### src/verilog/plfd_pkg.sv
// Constants, types and field layout shared by the program label field decoder
////////////////////////////////////////////////////////////////////////////////
package plfd_pkg;

	// Received item framing and line kinds
	typedef enum logic [1:0] {TAG_START, TAG_BYTE, TAG_END_OK, TAG_END_BAD} plfd_tag_e;
	typedef enum logic [1:0] {MODE_VPS, MODE_FMT1, MODE_FMT2} plfd_mode_e;

	typedef struct packed {
		plfd_tag_e  tag;
		plfd_mode_e kind;
		logic [7:0] data;
	} plfd_item_s;

	localparam int ITEM_W      = $bits(plfd_item_s);
	localparam int FIFO_DEPTH  = 4;
	localparam int STORE_BYTES = 32;
	localparam int BNUM_W      = 6;

	// Byte numbers within a line
	localparam int B_VPS_RSVD = 5;
	localparam int B_13       = 13;
	localparam int B_14       = 14;
	localparam int B_15       = 15;
	localparam int B_16       = 16;
	localparam int B_17       = 17;
	localparam int B_18       = 18;
	localparam int B_19       = 19;
	localparam int B_20       = 20;
	localparam int B_21       = 21;
	localparam int B_22       = 22;
	localparam int B_23       = 23;
	localparam int B_24       = 24;
	localparam int B_25       = 25;
	localparam logic [BNUM_W-1:0] LAST_PKT_BYTE = 6'h19;
	localparam logic [BNUM_W-1:0] LAST_VPS_BYTE = 6'h0F;
	localparam logic [BNUM_W-1:0] FIRST_BNUM    = 6'h01;
	localparam logic [BNUM_W-1:0] BNUM_SAT      = 6'h20;

	// Message bit positions in a received byte (bit 7 is the first bit sent)
	localparam int MSG_B0 = 6;
	localparam int MSG_B1 = 4;
	localparam int MSG_B2 = 2;
	localparam int MSG_B3 = 0;

	// Register map
	localparam int ADDR_W = 12;
	localparam logic [ADDR_W-1:0] REG_CTRL      = 12'h000;
	localparam logic [ADDR_W-1:0] REG_STATUS    = 12'h004;
	localparam logic [ADDR_W-1:0] REG_F1_NET    = 12'h008;
	localparam logic [ADDR_W-1:0] REG_F1_DATE   = 12'h00C;
	localparam logic [ADDR_W-1:0] REG_F1_UTC    = 12'h010;
	localparam logic [ADDR_W-1:0] REG_F1_LABEL  = 12'h014;
	localparam logic [ADDR_W-1:0] REG_F2_CTRL   = 12'h018;
	localparam logic [ADDR_W-1:0] REG_F2_CNI    = 12'h01C;
	localparam logic [ADDR_W-1:0] REG_F2_PIL    = 12'h020;
	localparam logic [ADDR_W-1:0] REG_F2_PTY    = 12'h024;
	localparam logic [ADDR_W-1:0] REG_VPS_RSVD  = 12'h028;
	localparam logic [ADDR_W-1:0] REG_RAW_BASE  = 12'h080;
	localparam logic [ADDR_W-1:0] REG_RAW_MASK  = 12'hF80;
	localparam logic [1:0]        CTRL_MODE_RST = 2'h0;
	localparam logic [1:0]        RESP_OKAY     = 2'h0;
	localparam logic [1:0]        RESP_SLVERR   = 2'h2;

endpackage

### src/verilog/plfd_fifo.sv
// Small synchronous FIFO with valid/ready on both sides
`timescale 1ns/10ps
module plfd_fifo
	import plfd_pkg::*;
#(
	parameter int WIDTH = 8,
	parameter int DEPTH = 4
)(
	input  wire logic             aclk,
	input  wire logic             aresetn,
	input  wire logic             in_valid,
	output logic                  in_ready,
	input  wire logic [WIDTH-1:0] in_data,
	output logic                  out_valid,
	input  wire logic             out_ready,
	output logic [WIDTH-1:0]      out_data
);
	localparam int PW = (DEPTH > 1) ? $clog2(DEPTH) : 1;
	localparam int CW = $clog2(DEPTH + 1);
	localparam logic [CW-1:0] CNT_FULL = CW'(DEPTH);

	// Pointer wrap relies on a power-of-two depth
	if (DEPTH < 2 || (DEPTH & (DEPTH - 1)) != 0)
	begin : g_bad_depth
		$error("plfd_fifo depth must be a power of two of at least 2");
	end

	logic [WIDTH-1:0] mem [DEPTH];
	logic [PW-1:0]    wr_ptr_reg;
	logic [PW-1:0]    rd_ptr_reg;
	logic [CW-1:0]    count_reg;
	logic [CW-1:0]    count_next;
	logic             ready_reg;
	wire              push = in_valid & ready_reg;
	wire              pop  = out_valid & out_ready;

	// Ready is a flop of its own so the source sees it with no gate in the path
	assign count_next = count_reg + CW'(push) - CW'(pop);
	assign in_ready   = ready_reg;
	assign out_valid  = (count_reg != '0);
	assign out_data   = mem[rd_ptr_reg];

	// Storage needs no reset; only valid entries are ever read
	always_ff @(posedge aclk)
	begin
		if (push)
			mem[wr_ptr_reg] <= in_data;
	end

	// Pointers and occupancy
	always_ff @(posedge aclk)
	begin
		if (!aresetn)
		begin
			wr_ptr_reg <= '0;
			rd_ptr_reg <= '0;
			count_reg  <= '0;
			ready_reg  <= 1'b1;
		end
		else
		begin
			wr_ptr_reg <= wr_ptr_reg + PW'(push);
			rd_ptr_reg <= rd_ptr_reg + PW'(pop);
			count_reg  <= count_next;
			ready_reg  <= (count_next != CNT_FULL);
		end
	end
endmodule

### src/verilog/plfd_byte_store.sv
// Shadow and host-visible byte stores, swapped in as a whole set on commit
`timescale 1ns/10ps
module plfd_byte_store
	import plfd_pkg::*;
#(
	parameter int NBYTES = 32
)(
	input  wire logic                      aclk,
	input  wire logic                      aresetn,
	input  wire logic                      wr_en,
	input  wire logic [$clog2(NBYTES)-1:0] wr_idx,
	input  wire logic [7:0]                wr_data,
	input  wire logic                      commit,
	output logic [NBYTES*8-1:0]            live_flat
);
	// Packet fields reach up to byte 25
	if (NBYTES < 26)
	begin : g_bad_size
		$error("plfd_byte_store needs room for byte 25");
	end

	logic [7:0] shadow [NBYTES];
	logic [7:0] live   [NBYTES];

	// Incoming line fills the shadow; the host never sees a half line
	always_ff @(posedge aclk)
	begin
		if (wr_en)
			shadow[wr_idx] <= wr_data;
	end

	// Whole-set copy keeps every field of one line consistent
	always_ff @(posedge aclk)
	begin
		if (!aresetn)
			live <= '{default: 8'h00};
		else if (commit)
			live <= shadow;
	end

	for (genvar i = 0; i < NBYTES; i++)
	begin : g_flat
		assign live_flat[i*8 +: 8] = live[i];
	end
endmodule

### src/verilog/plfd_decoder.sv
// Label field decoder: line capture, field layout and AXI4-Lite register slave
`timescale 1ns/10ps
module plfd_decoder
	import plfd_pkg::*;
(
	input  wire logic              aclk,
	input  wire logic              aresetn,
	input  wire logic [ADDR_W-1:0] s_axi_awaddr,
	input  wire logic              s_axi_awvalid,
	output logic                   s_axi_awready,
	input  wire logic [31:0]       s_axi_wdata,
	input  wire logic [3:0]        s_axi_wstrb,
	input  wire logic              s_axi_wvalid,
	output logic                   s_axi_wready,
	output logic [1:0]             s_axi_bresp,
	output logic                   s_axi_bvalid,
	input  wire logic              s_axi_bready,
	input  wire logic [ADDR_W-1:0] s_axi_araddr,
	input  wire logic              s_axi_arvalid,
	output logic                   s_axi_arready,
	output logic [31:0]            s_axi_rdata,
	output logic [1:0]             s_axi_rresp,
	output logic                   s_axi_rvalid,
	input  wire logic              s_axi_rready,
	input  wire logic              rx_valid,
	output logic                   rx_ready,
	input  wire plfd_item_s        rx_item,
	input  wire logic              field_start,
	output logic                   data_valid_n
);
	localparam int IDX_W = $clog2(STORE_BYTES);

	////////////////////////////////////////////////////////////////////////////
	// Receive buffer and line capture

	logic                     f_valid;
	logic                     f_ready;
	logic [ITEM_W-1:0]        f_data;
	plfd_item_s               item;
	logic [STORE_BYTES*8-1:0] live_flat;
	logic [1:0]               mode_reg;
	logic [BNUM_W-1:0]        bnum_reg;
	logic [1:0]               line_kind_reg;
	logic                     in_line_reg;
	logic                     commit_reg;
	logic                     data_valid_n_reg;
	logic [7:0]               commit_cnt_reg;

	plfd_fifo #(
		.WIDTH (ITEM_W),
		.DEPTH (FIFO_DEPTH)
	) u_fifo (
		.aclk      (aclk),
		.aresetn   (aresetn),
		.in_valid  (rx_valid),
		.in_ready  (rx_ready),
		.in_data   (rx_item),
		.out_valid (f_valid),
		.out_ready (f_ready),
		.out_data  (f_data)
	);

	// Drain stalls for the commit cycle so a new line cannot overtake the swap
	assign item      = plfd_item_s'(f_data);
	assign f_ready   = ~commit_reg;
	wire pop         = f_valid & f_ready;
	wire pop_start   = pop & (item.tag == TAG_START);
	wire pop_byte    = pop & (item.tag == TAG_BYTE);
	wire pop_end_ok  = pop & (item.tag == TAG_END_OK);
	wire pop_end     = pop & (item.tag inside {TAG_END_OK, TAG_END_BAD});
	wire kind_match  = in_line_reg & (line_kind_reg == mode_reg);
	wire [BNUM_W-1:0] last_need = (mode_reg == MODE_VPS) ? LAST_VPS_BYTE : LAST_PKT_BYTE;
	wire store_wr    = pop_byte & kind_match & (bnum_reg != BNUM_SAT);
	wire commit_next = pop_end_ok & kind_match & (bnum_reg > last_need);
	wire [BNUM_W-1:0] bnum_inc = (bnum_reg == BNUM_SAT) ? bnum_reg : bnum_reg + FIRST_BNUM;

	// Bytes are stored exactly as received, no bit touched
	plfd_byte_store #(
		.NBYTES (STORE_BYTES)
	) u_store (
		.aclk      (aclk),
		.aresetn   (aresetn),
		.wr_en     (store_wr),
		.wr_idx    (bnum_reg[IDX_W-1:0]),
		.wr_data   (item.data),
		.commit    (commit_reg),
		.live_flat (live_flat)
	);

	// Line tracking; byte numbers count from one at the line start
	always_ff @(posedge aclk)
	begin
		if (!aresetn)
		begin
			bnum_reg      <= FIRST_BNUM;
			line_kind_reg <= MODE_VPS;
			in_line_reg   <= 1'b0;
			commit_reg    <= 1'b0;
		end
		else
		begin
			commit_reg <= commit_next;
			if (pop_start)
			begin
				bnum_reg      <= FIRST_BNUM;
				line_kind_reg <= item.kind;
				in_line_reg   <= 1'b1;
			end
			else if (pop_byte)
				bnum_reg <= bnum_inc;
			else if (pop_end)
				in_line_reg <= 1'b0;
		end
	end

	// Valid flag: commit pulls it low, the next field start releases it
	always_ff @(posedge aclk)
	begin
		if (!aresetn)
		begin
			data_valid_n_reg <= 1'b1;
			commit_cnt_reg   <= 8'h00;
		end
		else if (commit_reg)
		begin
			data_valid_n_reg <= 1'b0;
			commit_cnt_reg   <= commit_cnt_reg + 8'h01;
		end
		else if (field_start)
			data_valid_n_reg <= 1'b1;
	end
	assign data_valid_n = data_valid_n_reg;

	////////////////////////////////////////////////////////////////////////////
	// Field layout

	function automatic logic [7:0] byte_at(input logic [STORE_BYTES*8-1:0] v, input int n);
		return v[n*8 +: 8];
	endfunction

	// Message nibble, bit 3 holds message bit 0 so fields concatenate b0 first
	function automatic logic [3:0] nib_at(input logic [STORE_BYTES*8-1:0] v, input int n);
		logic [7:0] b;
		b = v[n*8 +: 8];
		return {b[MSG_B0], b[MSG_B1], b[MSG_B2], b[MSG_B3]};
	endfunction

	// Format 1 fields: plain byte groups, digits left offset and bit order as sent
	wire [31:0] f1_net_w   = {8'h00, byte_at(live_flat, B_13), byte_at(live_flat, B_14),
		byte_at(live_flat, B_15)};
	wire [31:0] f1_date_w  = {8'h00, byte_at(live_flat, B_16), byte_at(live_flat, B_17),
		byte_at(live_flat, B_18)};
	wire [31:0] f1_utc_w   = {8'h00, byte_at(live_flat, B_19), byte_at(live_flat, B_20),
		byte_at(live_flat, B_21)};
	wire [31:0] f1_label_w = {byte_at(live_flat, B_22), byte_at(live_flat, B_23),
		byte_at(live_flat, B_24), byte_at(live_flat, B_25)};

	// Format 2 nibbles, one per byte from byte 13 on
	wire [3:0] n13 = nib_at(live_flat, B_13);
	wire [3:0] n14 = nib_at(live_flat, B_14);
	wire [3:0] n15 = nib_at(live_flat, B_15);
	wire [3:0] n16 = nib_at(live_flat, B_16);
	wire [3:0] n17 = nib_at(live_flat, B_17);
	wire [3:0] n18 = nib_at(live_flat, B_18);
	wire [3:0] n19 = nib_at(live_flat, B_19);
	wire [3:0] n20 = nib_at(live_flat, B_20);
	wire [3:0] n21 = nib_at(live_flat, B_21);
	wire [3:0] n22 = nib_at(live_flat, B_22);
	wire [3:0] n23 = nib_at(live_flat, B_23);
	wire [3:0] n24 = nib_at(live_flat, B_24);
	wire [3:0] n25 = nib_at(live_flat, B_25);

	// Channel id, update flag, sound status; reserved bits ride along as sent
	wire [1:0]  label_channel_id       = n13[3:2];
	wire        label_update_flag      = n13[1];
	wire [1:0]  program_control_status = n14[3:2];
	wire [31:0] f2_ctrl_w = {24'h000000, n14[1:0], program_control_status, n13[0],
		label_update_flag, label_channel_id};
	wire [19:0] program_ident_label = {n16[1:0], n17, n18, n19, n20, n21[3:2]};
	wire [15:0] country_network_code = {n15, n21[1:0], n22[3:2], n16[3:2], n22[1:0],
		n23};
	wire [7:0]  program_type_code = {n24, n25};

	// Status: valid flag, line in progress, count of complete sets
	wire [31:0] status_w = {16'h0000, commit_cnt_reg, 6'h00, in_line_reg, ~data_valid_n_reg};

	////////////////////////////////////////////////////////////////////////////
	// AXI4-Lite read path

	wire [ADDR_W-1:0] ra        = {s_axi_araddr[ADDR_W-1:2], 2'b00};
	wire              ra_raw    = (ra & REG_RAW_MASK) == REG_RAW_BASE;
	wire [IDX_W-1:0]  ra_idx    = ra[IDX_W+1:2];
	wire [31:0]       raw_w     = {24'h000000, live_flat[ra_idx*8 +: 8]};
	wire [31:0]       vps_rsv_w = {24'h000000, byte_at(live_flat, B_VPS_RSVD)};
	logic [31:0] rd_mux;
	logic        rd_hit;

	// Register select
	always_comb
	begin
		rd_hit = 1'b1;
		rd_mux = 32'h00000000;
		if (ra_raw)
			rd_mux = raw_w;
		else
		begin
			unique case (ra)
				REG_CTRL:     rd_mux = {30'h00000000, mode_reg};
				REG_STATUS:   rd_mux = status_w;
				REG_F1_NET:   rd_mux = f1_net_w;
				REG_F1_DATE:  rd_mux = f1_date_w;
				REG_F1_UTC:   rd_mux = f1_utc_w;
				REG_F1_LABEL: rd_mux = f1_label_w;
				REG_F2_CTRL:  rd_mux = f2_ctrl_w;
				REG_F2_CNI:   rd_mux = {16'h0000, country_network_code};
				REG_F2_PIL:   rd_mux = {12'h000, program_ident_label};
				REG_F2_PTY:   rd_mux = {24'h000000, program_type_code};
				REG_VPS_RSVD: rd_mux = vps_rsv_w;
				default:      rd_hit = 1'b0;
			endcase
		end
	end

	logic arready_reg;
	logic rvalid_reg;
	logic [31:0] rdata_reg;
	logic [1:0]  rresp_reg;
	wire ar_hs = s_axi_arvalid & arready_reg;

	// One read at a time, answered the cycle after the address is taken
	always_ff @(posedge aclk)
	begin
		if (!aresetn)
		begin
			arready_reg <= 1'b1;
			rvalid_reg  <= 1'b0;
			rdata_reg   <= 32'h00000000;
			rresp_reg   <= RESP_OKAY;
		end
		else if (ar_hs)
		begin
			arready_reg <= 1'b0;
			rvalid_reg  <= 1'b1;
			rdata_reg   <= rd_mux;
			rresp_reg   <= rd_hit ? RESP_OKAY : RESP_SLVERR;
		end
		else if (rvalid_reg && s_axi_rready)
		begin
			rvalid_reg  <= 1'b0;
			arready_reg <= 1'b1;
		end
	end

	////////////////////////////////////////////////////////////////////////////
	// AXI4-Lite write path

	logic awready_reg;
	logic wready_reg;
	logic aw_got_reg;
	logic w_got_reg;
	logic bvalid_reg;
	logic [1:0]        bresp_reg;
	logic [ADDR_W-1:0] awaddr_reg;
	logic [31:0]       wdata_reg;
	logic [3:0]        wstrb_reg;
	wire  [ADDR_W-1:0] wa       = {awaddr_reg[ADDR_W-1:2], 2'b00};
	wire  wr_do     = aw_got_reg & w_got_reg & ~bvalid_reg;
	wire  wr_ctrl   = wr_do & (wa == REG_CTRL) & wstrb_reg[0];
	wire  wa_known  = (wa <= REG_VPS_RSVD) || ((wa & REG_RAW_MASK) == REG_RAW_BASE);

	// Address and data are taken in either order; the answer follows both
	always_ff @(posedge aclk)
	begin
		if (!aresetn)
		begin
			awready_reg <= 1'b1;
			wready_reg  <= 1'b1;
			aw_got_reg  <= 1'b0;
			w_got_reg   <= 1'b0;
			bvalid_reg  <= 1'b0;
			bresp_reg   <= RESP_OKAY;
			awaddr_reg  <= '0;
			wdata_reg   <= 32'h00000000;
			wstrb_reg   <= 4'h0;
		end
		else
		begin
			if (s_axi_awvalid && awready_reg)
			begin
				awready_reg <= 1'b0;
				aw_got_reg  <= 1'b1;
				awaddr_reg  <= s_axi_awaddr;
			end
			if (s_axi_wvalid && wready_reg)
			begin
				wready_reg <= 1'b0;
				w_got_reg  <= 1'b1;
				wdata_reg  <= s_axi_wdata;
				wstrb_reg  <= s_axi_wstrb;
			end
			if (wr_do)
			begin
				aw_got_reg <= 1'b0;
				w_got_reg  <= 1'b0;
				bvalid_reg <= 1'b1;
				bresp_reg  <= wa_known ? RESP_OKAY : RESP_SLVERR;
			end
			if (bvalid_reg && s_axi_bready)
			begin
				bvalid_reg  <= 1'b0;
				awready_reg <= 1'b1;
				wready_reg  <= 1'b1;
			end
		end
	end

	// Mode selects which line kind is captured; other registers are read only
	always_ff @(posedge aclk)
	begin
		if (!aresetn)
			mode_reg <= CTRL_MODE_RST;
		else if (wr_ctrl)
			mode_reg <= wdata_reg[1:0];
	end

	assign s_axi_awready = awready_reg;
	assign s_axi_wready  = wready_reg;
	assign s_axi_bvalid  = bvalid_reg;
	assign s_axi_bresp   = bresp_reg;
	assign s_axi_arready = arready_reg;
	assign s_axi_rvalid  = rvalid_reg;
	assign s_axi_rdata   = rdata_reg;
	assign s_axi_rresp   = rresp_reg;

	////////////////////////////////////////////////////////////////////////////
	// Checks

	logic [7:0] seen13_reg;

	// Byte 13 of the line under capture, for the pass-through check
	always_ff @(posedge aclk)
	begin
		if (!aresetn)
			seen13_reg <= 8'h00;
		else if (store_wr && bnum_reg == BNUM_W'(B_13))
			seen13_reg <= item.data;
	end
endmodule

### config.mk
export PLATFORM = sky130hd
export DESIGN_NAME = plfd_decoder
export DESIGN_NICKNAME = d
export VERILOG_FILES = /design/src/verilog/plfd_pkg.sv /design/src/verilog/plfd_fifo.sv /design/src/verilog/plfd_byte_store.sv /design/src/verilog/plfd_decoder.sv
export SDC_FILE = /design/constraint.sdc
export NUM_CORES = 1
export LEC_CHECK = 0
export ABC_CLOCK_PERIOD_IN_PS = 5700
export BUFFER_PORTS_ARGS = -buffer_cell sky130_fd_sc_hd__buf_2
export CAP_MARGIN = 40
export CORE_UTILIZATION = 35
export CTS_BUF_LIST = sky130_fd_sc_hd__clkbuf_8
export CTS_CLUSTER_DIAMETER = 30
export DETAILED_ROUTE_END_ITERATION = 7
export PLACE_DENSITY = 0.54
export REMOVE_ABC_BUFFERS = 1
export SETUP_SLACK_MARGIN = 0.02
export SYNTH_ARGS = -nofsm -noshare
export SYNTH_HDL_FRONTEND = slang
export SYNTH_SLANG_ARGS = --single-unit
### constraint.sdc
create_clock -name aclk -period 5.7 [get_ports aclk]
set_input_delay 0.855 -clock aclk [delete_from_list [all_inputs] [get_ports aclk]]
set_output_delay 0.855 -clock aclk [all_outputs]
set_load 0.01 [all_outputs]
==> results of run 1 <==
[metal layers]
metal | track usage, % | vias up | wire length (µm)
met5 | 0 | - | 0
met4 | 7.30 | 0 | 1890
met3 | 4.69 | 130 | 4470
met2 | 30.3 | 531 | 33400
met1 | 26.2 | 8182 | 33200
li1 | - | 7525 | -
[worst paths after layout]
check,start,endpoint,cells after the start
max reg2reg,u_fifo.rd_ptr_reg[1]$_SDFF_PN0_,u_store.shadow[21]$_DFFE_PP_,6
min reg2reg,wdata_reg[1]$_SDFFE_PN0P_,wdata_reg[1]$_SDFFE_PN0P_,2
min,s_axi_awvalid,s_axi_awready$_SDFFE_PP1P_,2
max,u_fifo.rd_ptr_reg[1]$_SDFF_PN0_,u_store.shadow[21]$_DFFE_PP_,6
[logic make-up (layout without fill, tap and decap cells)]
kind of cell / Yosys count / after routing
DFF: 643 / 643
and+or+nand+nor: 557 / 557
muxes: 388 / 388
AOI/OAI and AO/OA: 198 / 198
buffers and inverters: 138 / 401
xor gates and xnor gates: 15 / 15
adders and majority gates: 13 / 13
other: 1 / 3
[synthesized netlist by cell type, drive strengths merged, types with 19 or more instances]
cell type,instances,area [µm²]
and2,29,181
a21boi,19,143
nor2b,280,1750
mux2i,303,3030
buf,58,313
o21ai,38,190
dfxtp,339,6790
mux4,72,1620
a22oi,35,263
clkbuf,65,244
nor2,71,267
edfxtp,304,9130
nand2,89,334
a21oi,25,125
[area by class of cell]
cell class / count / area share, %
Sequential cell: 643 / 51.3
Tap cell: 959 / 3.87
Timing Repair Buffer: 137 / 3.19
Clock buffer: 151 / 6.70
Clock inverter: 98 / 3.64
Inverter: 15 / 0.181
Antenna cell: 1 / 0.00807
Multi-Input combinational cell: 1173 / 31.1
[stage by stage]
step | instances | area, µm² | util [%] | worst slack [ps]
floorplan | 1831 | 25600 | - | -5480
global placement | 2899 | 27500 | 37.4 | 2020
detailed placement | 2924 | 27800 | 37.8 | 2090
CTS | 3173 | 31000 | 42.2 | 2060
global route | 3176 | 31000 | 42.2 | 1970
finish | 3177 | 31000 | 42.2 | 2170
[power breakdown]
| part | internal, W | switching [W] |
|---|---|---|
| combinational | 0.000371 | 0.000784 |
| sequential | 0.00518 | 0.0000624 |
| clock | 0.00352 | 0.00214 |
==> results.ini, run 1 <==
[run_status]
status = finished clean

[sta]
min_period_over_period_pct = 61.9
relSlewSlack_pct = 26.2
hold_slack_ps = 291
slew_viol_final = 0
hold_viol = 0
max_freq_mhz = 284
setup_viol = 0
layout_min_cycle_time_ps = 3530
tightestPinTransition_ps = 1110
grt_setup_unrepaired = false
finalClockSkew_ps = 30.4
fin_setup_tns_ps = 0

[worst_setup_path]
cp_slowest_stage_delay_ps = 830
crit_path_cell_trace = mux4_2 -> nor4bb_1 -> buf_4 -> and2_1 -> nand2_1 -> nor2_1
cp.required_ps = 6090
critPathTopFamily = simple AND/OR/NAND/NOR gates
cp-end-kind = flop
critical_path_class = reg -> reg
path_buf_inv = 1
rrSetupSlack_ps = 2170
cp_max_fo = 13
arrival_ps = 3920
cp_slowest_cell = nor2_1
cp-start-kind = flop

[global_route]
first_global_vias = 16400
grt_pass1_wl_um = 108000
antenna_found_initial = 1
groute.usage.overall_pct = 19.5
grt_overflow = 0
grt_max_degree = 132

[clock_tree]
insertion_delay_ps = 780
cts_tree = done
h-tree-depth = 4
clkSinkCount = 643
cts-resized-gates = 0
numCtsBuffers = 134
clk_transition_reported_paths_ps = 60
cts_hold_repair.buffers = 0
cts_root_buf = clkbuf_8
clk_path_buf_depth = 3
postCtsSetupRepairBufs = 0

[synth]
synth-seq-cells = 643
synth_top_family_by_area = multiplexers
synth_seq_area_share_pct = 60.8
syn_area_um2 = 26200
synth-async-reset-ratio_pct = 0
synth_cell_types = 67
syn_area_per_cell_um2 = 13.4
synth_edf_count = 304
synth.area.mux_share_pct = 18.3
synth-simple-area-share_pct = 12.0
synth_xor_area_share_pct = 0.502
ys_warn_count = 0
synth-main-ff-cell = dfxtp_1
synth_cells = 1953
synthAdderAreaFrac_pct = 0.650
synth-compound-area-share_pct = 5.30

[detailed_routing]
wirelength_um = 72900
dr.pass1.iters = 5
drc = 0
wl_per_cell_um = 23.0
viasPerCell = 5.15
num_vias = 16400
final_antenna_net_count = 0
drtIter0Drc = 1260

[place]
gp_congestion = 0.958
io_buffers = 84
dp_hpwl_um = 48100

[power]
power.density_nw_per_um2 = 389
p_leak_nw = 10.2
vdd_drop_max_mv = 0.239
finalPower_w = 0.0121

[final_layout]
multiInputGateArea_um2 = 9650
nNetsFinal = 2198
n_fill_cell = 6809
area_growth_pct = 18.5
layout.cells.most_common_list = dfxtp_1, edfxtp_1, mux2i_1
final_common_cell = dfxtp_1
drive_gt1_share_pct = 20.4
seqCellArea_um2 = 15900

[die]
die_y_um = 275
die_x_um = 275
ios = 124
coreArea_um2 = 73500
die_area_um2 = 75900
start_util_pct = 35.6
row_count = 99

[min_path]
holdCritPathClass = in -> reg

[flow_run]
cap_violations = 0

Power figures use the tool's default switching activity.
==> run 2: changes to the inputs <==
- ABC_AREA: not set -> 1
- ABC_CLOCK_PERIOD_IN_PS: 5700 -> 3400
- clock period: 5.7 -> 3.4 ns (I/O delays scaled with it)
==> run 2 against run 1 <==
The flow now finishes with violations (design-rule violations). Clock skew shrank 2.1 ps. Sequential power grew 72%. Non-clock buffer count grew 67. Synthesized area shrank 0.92%. Critical endpoint is now u_store.shadow[61]$_DFFE_PP_. Largest power group unchanged. Highest routed layer unchanged.
==> results.ini, run 2 <==
[synth]
synth-async-reset-ratio_pct = 0  ; unchanged
synth_seq_area_share_pct = 61.4  ; was 60.8%
yosysTopAreaCellShare_pct = 35.2  ; was 34.9%
syn_area_per_cell_um2 = 8.96  ; was 13.4 µm²
yosysTopAreaCell = edfxtp_1  ; unchanged
synth_edf_count = 304  ; unchanged
synthTopCellsByArea = edfxtp_1, dfxtp_1, nor2_1, nand2_1, o21ai_0  ; was edfxtp_1, dfxtp_1, mux2i_1, nor2b_1, mux4_2
ys_warn_count = 0  ; unchanged
synth_cell_types = 42  ; was 67
synth.most_common_cell = nor2_1  ; was dfxtp_1
synth-main-ff-cell = dfxtp_1  ; unchanged
syn_area_um2 = 25900  ; was 26200 µm²
synth_cells = 2893  ; was 1953
netlist_top_cells_count = nor2_1, nand2_1, dfxtp_1  ; was dfxtp_1, edfxtp_1, mux2i_1
synth-seq-cells = 643  ; unchanged

[detailed_routing]
wl_per_cell_um = 20.0  ; was 23.0 µm
viasPerCell = 5.02  ; was 5.15
final_antenna_net_count = 0  ; unchanged
wirelength_um = 83400  ; was 72900 µm
drc = 20  ; was 0
drtIter0Drc = 1845  ; was 1260
dr.pass1.iters = 8  ; was 5
num_vias = 20900  ; was 16400

[final_layout]
layout.cells.most_common_list = nor2_1, nand2_1, dfxtp_1  ; was dfxtp_1, edfxtp_1, mux2i_1
drive_gt1_share_pct = 14.3  ; was 20.4%
n_fill_cell = 7134  ; was 6809
area_growth_pct = 20.2  ; was 18.5%
finish.instance_area_um2 = 31200  ; was 31000 µm²
nNetsFinal = 3178  ; was 2198
final_common_cell = nor2_1  ; was dfxtp_1
stdcell_count = 4166  ; was 3177

[run_status]
status = finished, violations left  ; was finished clean
violations = design-rule violations

[sta]
relSlewSlack_pct = 34.6  ; was 26.2%
grt_setup_unrepaired = false  ; unchanged
min_period_over_period_pct = 76.9  ; was 61.9%
max_freq_mhz = 382  ; was 284 MHz
hold_viol = 0  ; unchanged
slew_viol_final = 0  ; unchanged
setup_viol = 0  ; unchanged
layout_setup_ws_ps = 784  ; was 2170 ps
finalClockSkew_ps = 28.3  ; was 30.4 ps
tightestPinTransition_ps = 982  ; was 1110 ps
layout_min_cycle_time_ps = 2620  ; was 3530 ps

[clock_tree]
cts-resized-gates = 0  ; unchanged
cts_tree = done  ; unchanged
postCtsSetupRepairBufs = 0  ; unchanged
insertion_delay_ps = 790  ; was 780 ps
h-tree-depth = 4  ; unchanged
clk_path_buf_depth = 3  ; unchanged
clkSinkCount = 643  ; unchanged
cts_root_buf = clkbuf_8  ; unchanged
cts_hold_repair.buffers = 30  ; was 0
numCtsBuffers = 147  ; was 134
clk_transition_reported_paths_ps = 50  ; was 60 ps

[place]
dp_hpwl_um = 52900  ; was 48100 µm
dpl_cell_area_um2 = 27700  ; was 27800 µm²
dpl_worst_slack_ps = 630  ; was 2090 ps
io_buffers = 84  ; unchanged
gp_congestion = 0.932  ; was 0.958
place_inst = 3864  ; was 2924

[worst_setup_path]
r2r_start = u_fifo.rd_ptr_reg[0]$_SDFF_PN0_  ; was u_fifo.rd_ptr_reg[1]$_SDFF_PN0_
critical_path_class = reg -> reg  ; unchanged
cp.required_ps = 3870  ; was 6090 ps
reg2reg_depth = 11  ; was 6
cp_max_fo = 25  ; was 13
cp-start-kind = flop  ; unchanged
r2r_end = u_store.shadow[61]$_DFFE_PP_  ; was u_store.shadow[21]$_DFFE_PP_
rrSetupSlack_ps = 780  ; was 2170 ps
crit_start = u_fifo.rd_ptr_reg[0]$_SDFF_PN0_  ; was u_fifo.rd_ptr_reg[1]$_SDFF_PN0_
cp-end-kind = flop  ; unchanged
arrival_ps = 3090  ; was 3920 ps
endpoint = u_store.shadow[61]$_DFFE_PP_  ; was u_store.shadow[21]$_DFFE_PP_

[die]
die_y_um = 274  ; was 275 µm
ios = 124  ; unchanged
start_util_pct = 35.5  ; was 35.6%
coreArea_um2 = 73100  ; was 73500 µm²
die_area_um2 = 75200  ; was 75900 µm²
row_count = 99  ; unchanged
die_x_um = 274  ; was 275 µm

[global_route]
grt_overflow = 0  ; unchanged
antenna_found_initial = 2  ; was 1
grt_pass1_wl_um = 123000  ; was 108000 µm
first_global_vias = 20100  ; was 16400
grt_max_degree = 187  ; was 132
groute.usage.overall_pct = 22.2  ; was 19.5%

[power]
vdd_drop_max_mv = 0.293  ; was 0.239 mV
p_leak_nw = 12.1  ; was 10.2 nW
power.density_nw_per_um2 = 668  ; was 389 nW/µm²

[min_path]
holdCritPathClass = in -> reg  ; unchanged

[flow_run]
cap_violations = 0  ; unchanged

==> run 2: where the power goes <==
| group | leakage [nW] | switching [W] | internal [W] |
|---|---|---|---|
| Sequential | 5.48 | 0.0000876 | 0.00890 |
| Combinational | 4.93 | 0.00204 | 0.000535 |
| Clock | 1.73 | 0.00366 | 0.00559 |
| Total | 12.1 | 0.00578 | 0.0150 |
==> run 2: stage by stage <==
stage	utilization [%]	power (W)	hold slack, ps	TNS (ps)
2_1_floorplan	-	0.0101	423	-3093370
3_3_place_gp	37.8	0.0116	438	0
3_5_place_dp	37.9	0.0117	442	0
4_1_cts	42.6	0.0210	3.89	0
5_1_grt	42.6	0.0216	85.1	0
6_report	42.6	0.0208	71.5	0
==> run 2: cell families (layout without fill, tap and decap cells) <==
kind of cell,Yosys count,count (layout),synth area share [%]
xor gates and xnor gates,5,5,0.169
buffers and inverters,370,681,5.93
DFF,643,643,61.4
AOI/OAI and AO/OA,582,582,11.5
adders and majority gates,13,13,0.656
and+or+nand+nor,1279,1279,20.3
other,1,4,0.0145
==> run 2: final cells by class <==
| class | count | area [µm²] | area share, % |
|---|---|---|---|
| clock buffers | 171 | 2350 | 7.55 |
| well taps | 959 | 1200 | 3.85 |
| repair buffers | 204 | 1480 | 4.76 |
| flip-flops and latches | 643 | 15900 | 51.1 |
| inverters | 207 | 788 | 2.53 |
| diodes | 2 | 5.00 | 0.0161 |
| clock inverters | 99 | 822 | 2.64 |
| multi-input cells | 1881 | 8590 | 27.6 |
==> run 2: per-layer routing <==
| layer | share of wire (%) | vias up | GRT usage, % | wire (µm) |
|---|---|---|---|---|
| met5 | 0 | - | 0 | 0 |
| met4 | 2.9 | 0 | 8.89 | 2390 |
| li1 | - | 10000 | - | - |
| met1 | 43 | 9981 | 29.1 | 36200 |
| met2 | 47 | 720 | 35.7 | 39300 |
| met3 | 6.5 | 151 | 4.53 | 5460 |
==> run 2: critical path, stage by stage (launching register included) <==
cell and delay [ps]:
dfxtp_1 320, buf_4 220, o21ai_0 180, o21ai_1 160
nor2_2 220, nand2_2 140, inv_2 90, nand2_1 80
inv_2 90, nand2_1 340, nor2_1 210, buf_4 230
==> run 2: worst min path at each step <==
| stage | start | endpoint | slack, ps | cells after the start |
|---|---|---|---|---|
| 2_1_floorplan | awaddr_reg[8]$_SDFFE_PN0P_ | awaddr_reg[8]$_SDFFE_PN0P_ | 420 | 2 |
| 3_3_place_gp | u_store.live_flat[66]$_SDFFE_PN0P_ | u_store.live_flat[66]$_SDFFE_PN0P_ | 440 | 2 |
| 3_5_place_dp | u_store.live_flat[66]$_SDFFE_PN0P_ | u_store.live_flat[66]$_SDFFE_PN0P_ | 440 | 2 |
| 4_1_cts | s_axi_awaddr[4] | awaddr_reg[4]$_SDFFE_PN0P_ | 4 | 3 |
| 5_1_grt | s_axi_awaddr[4] | awaddr_reg[4]$_SDFFE_PN0P_ | 90 | 3 |
| 6_report | s_axi_awaddr[4] | awaddr_reg[4]$_SDFFE_PN0P_ | 70 | 3 |
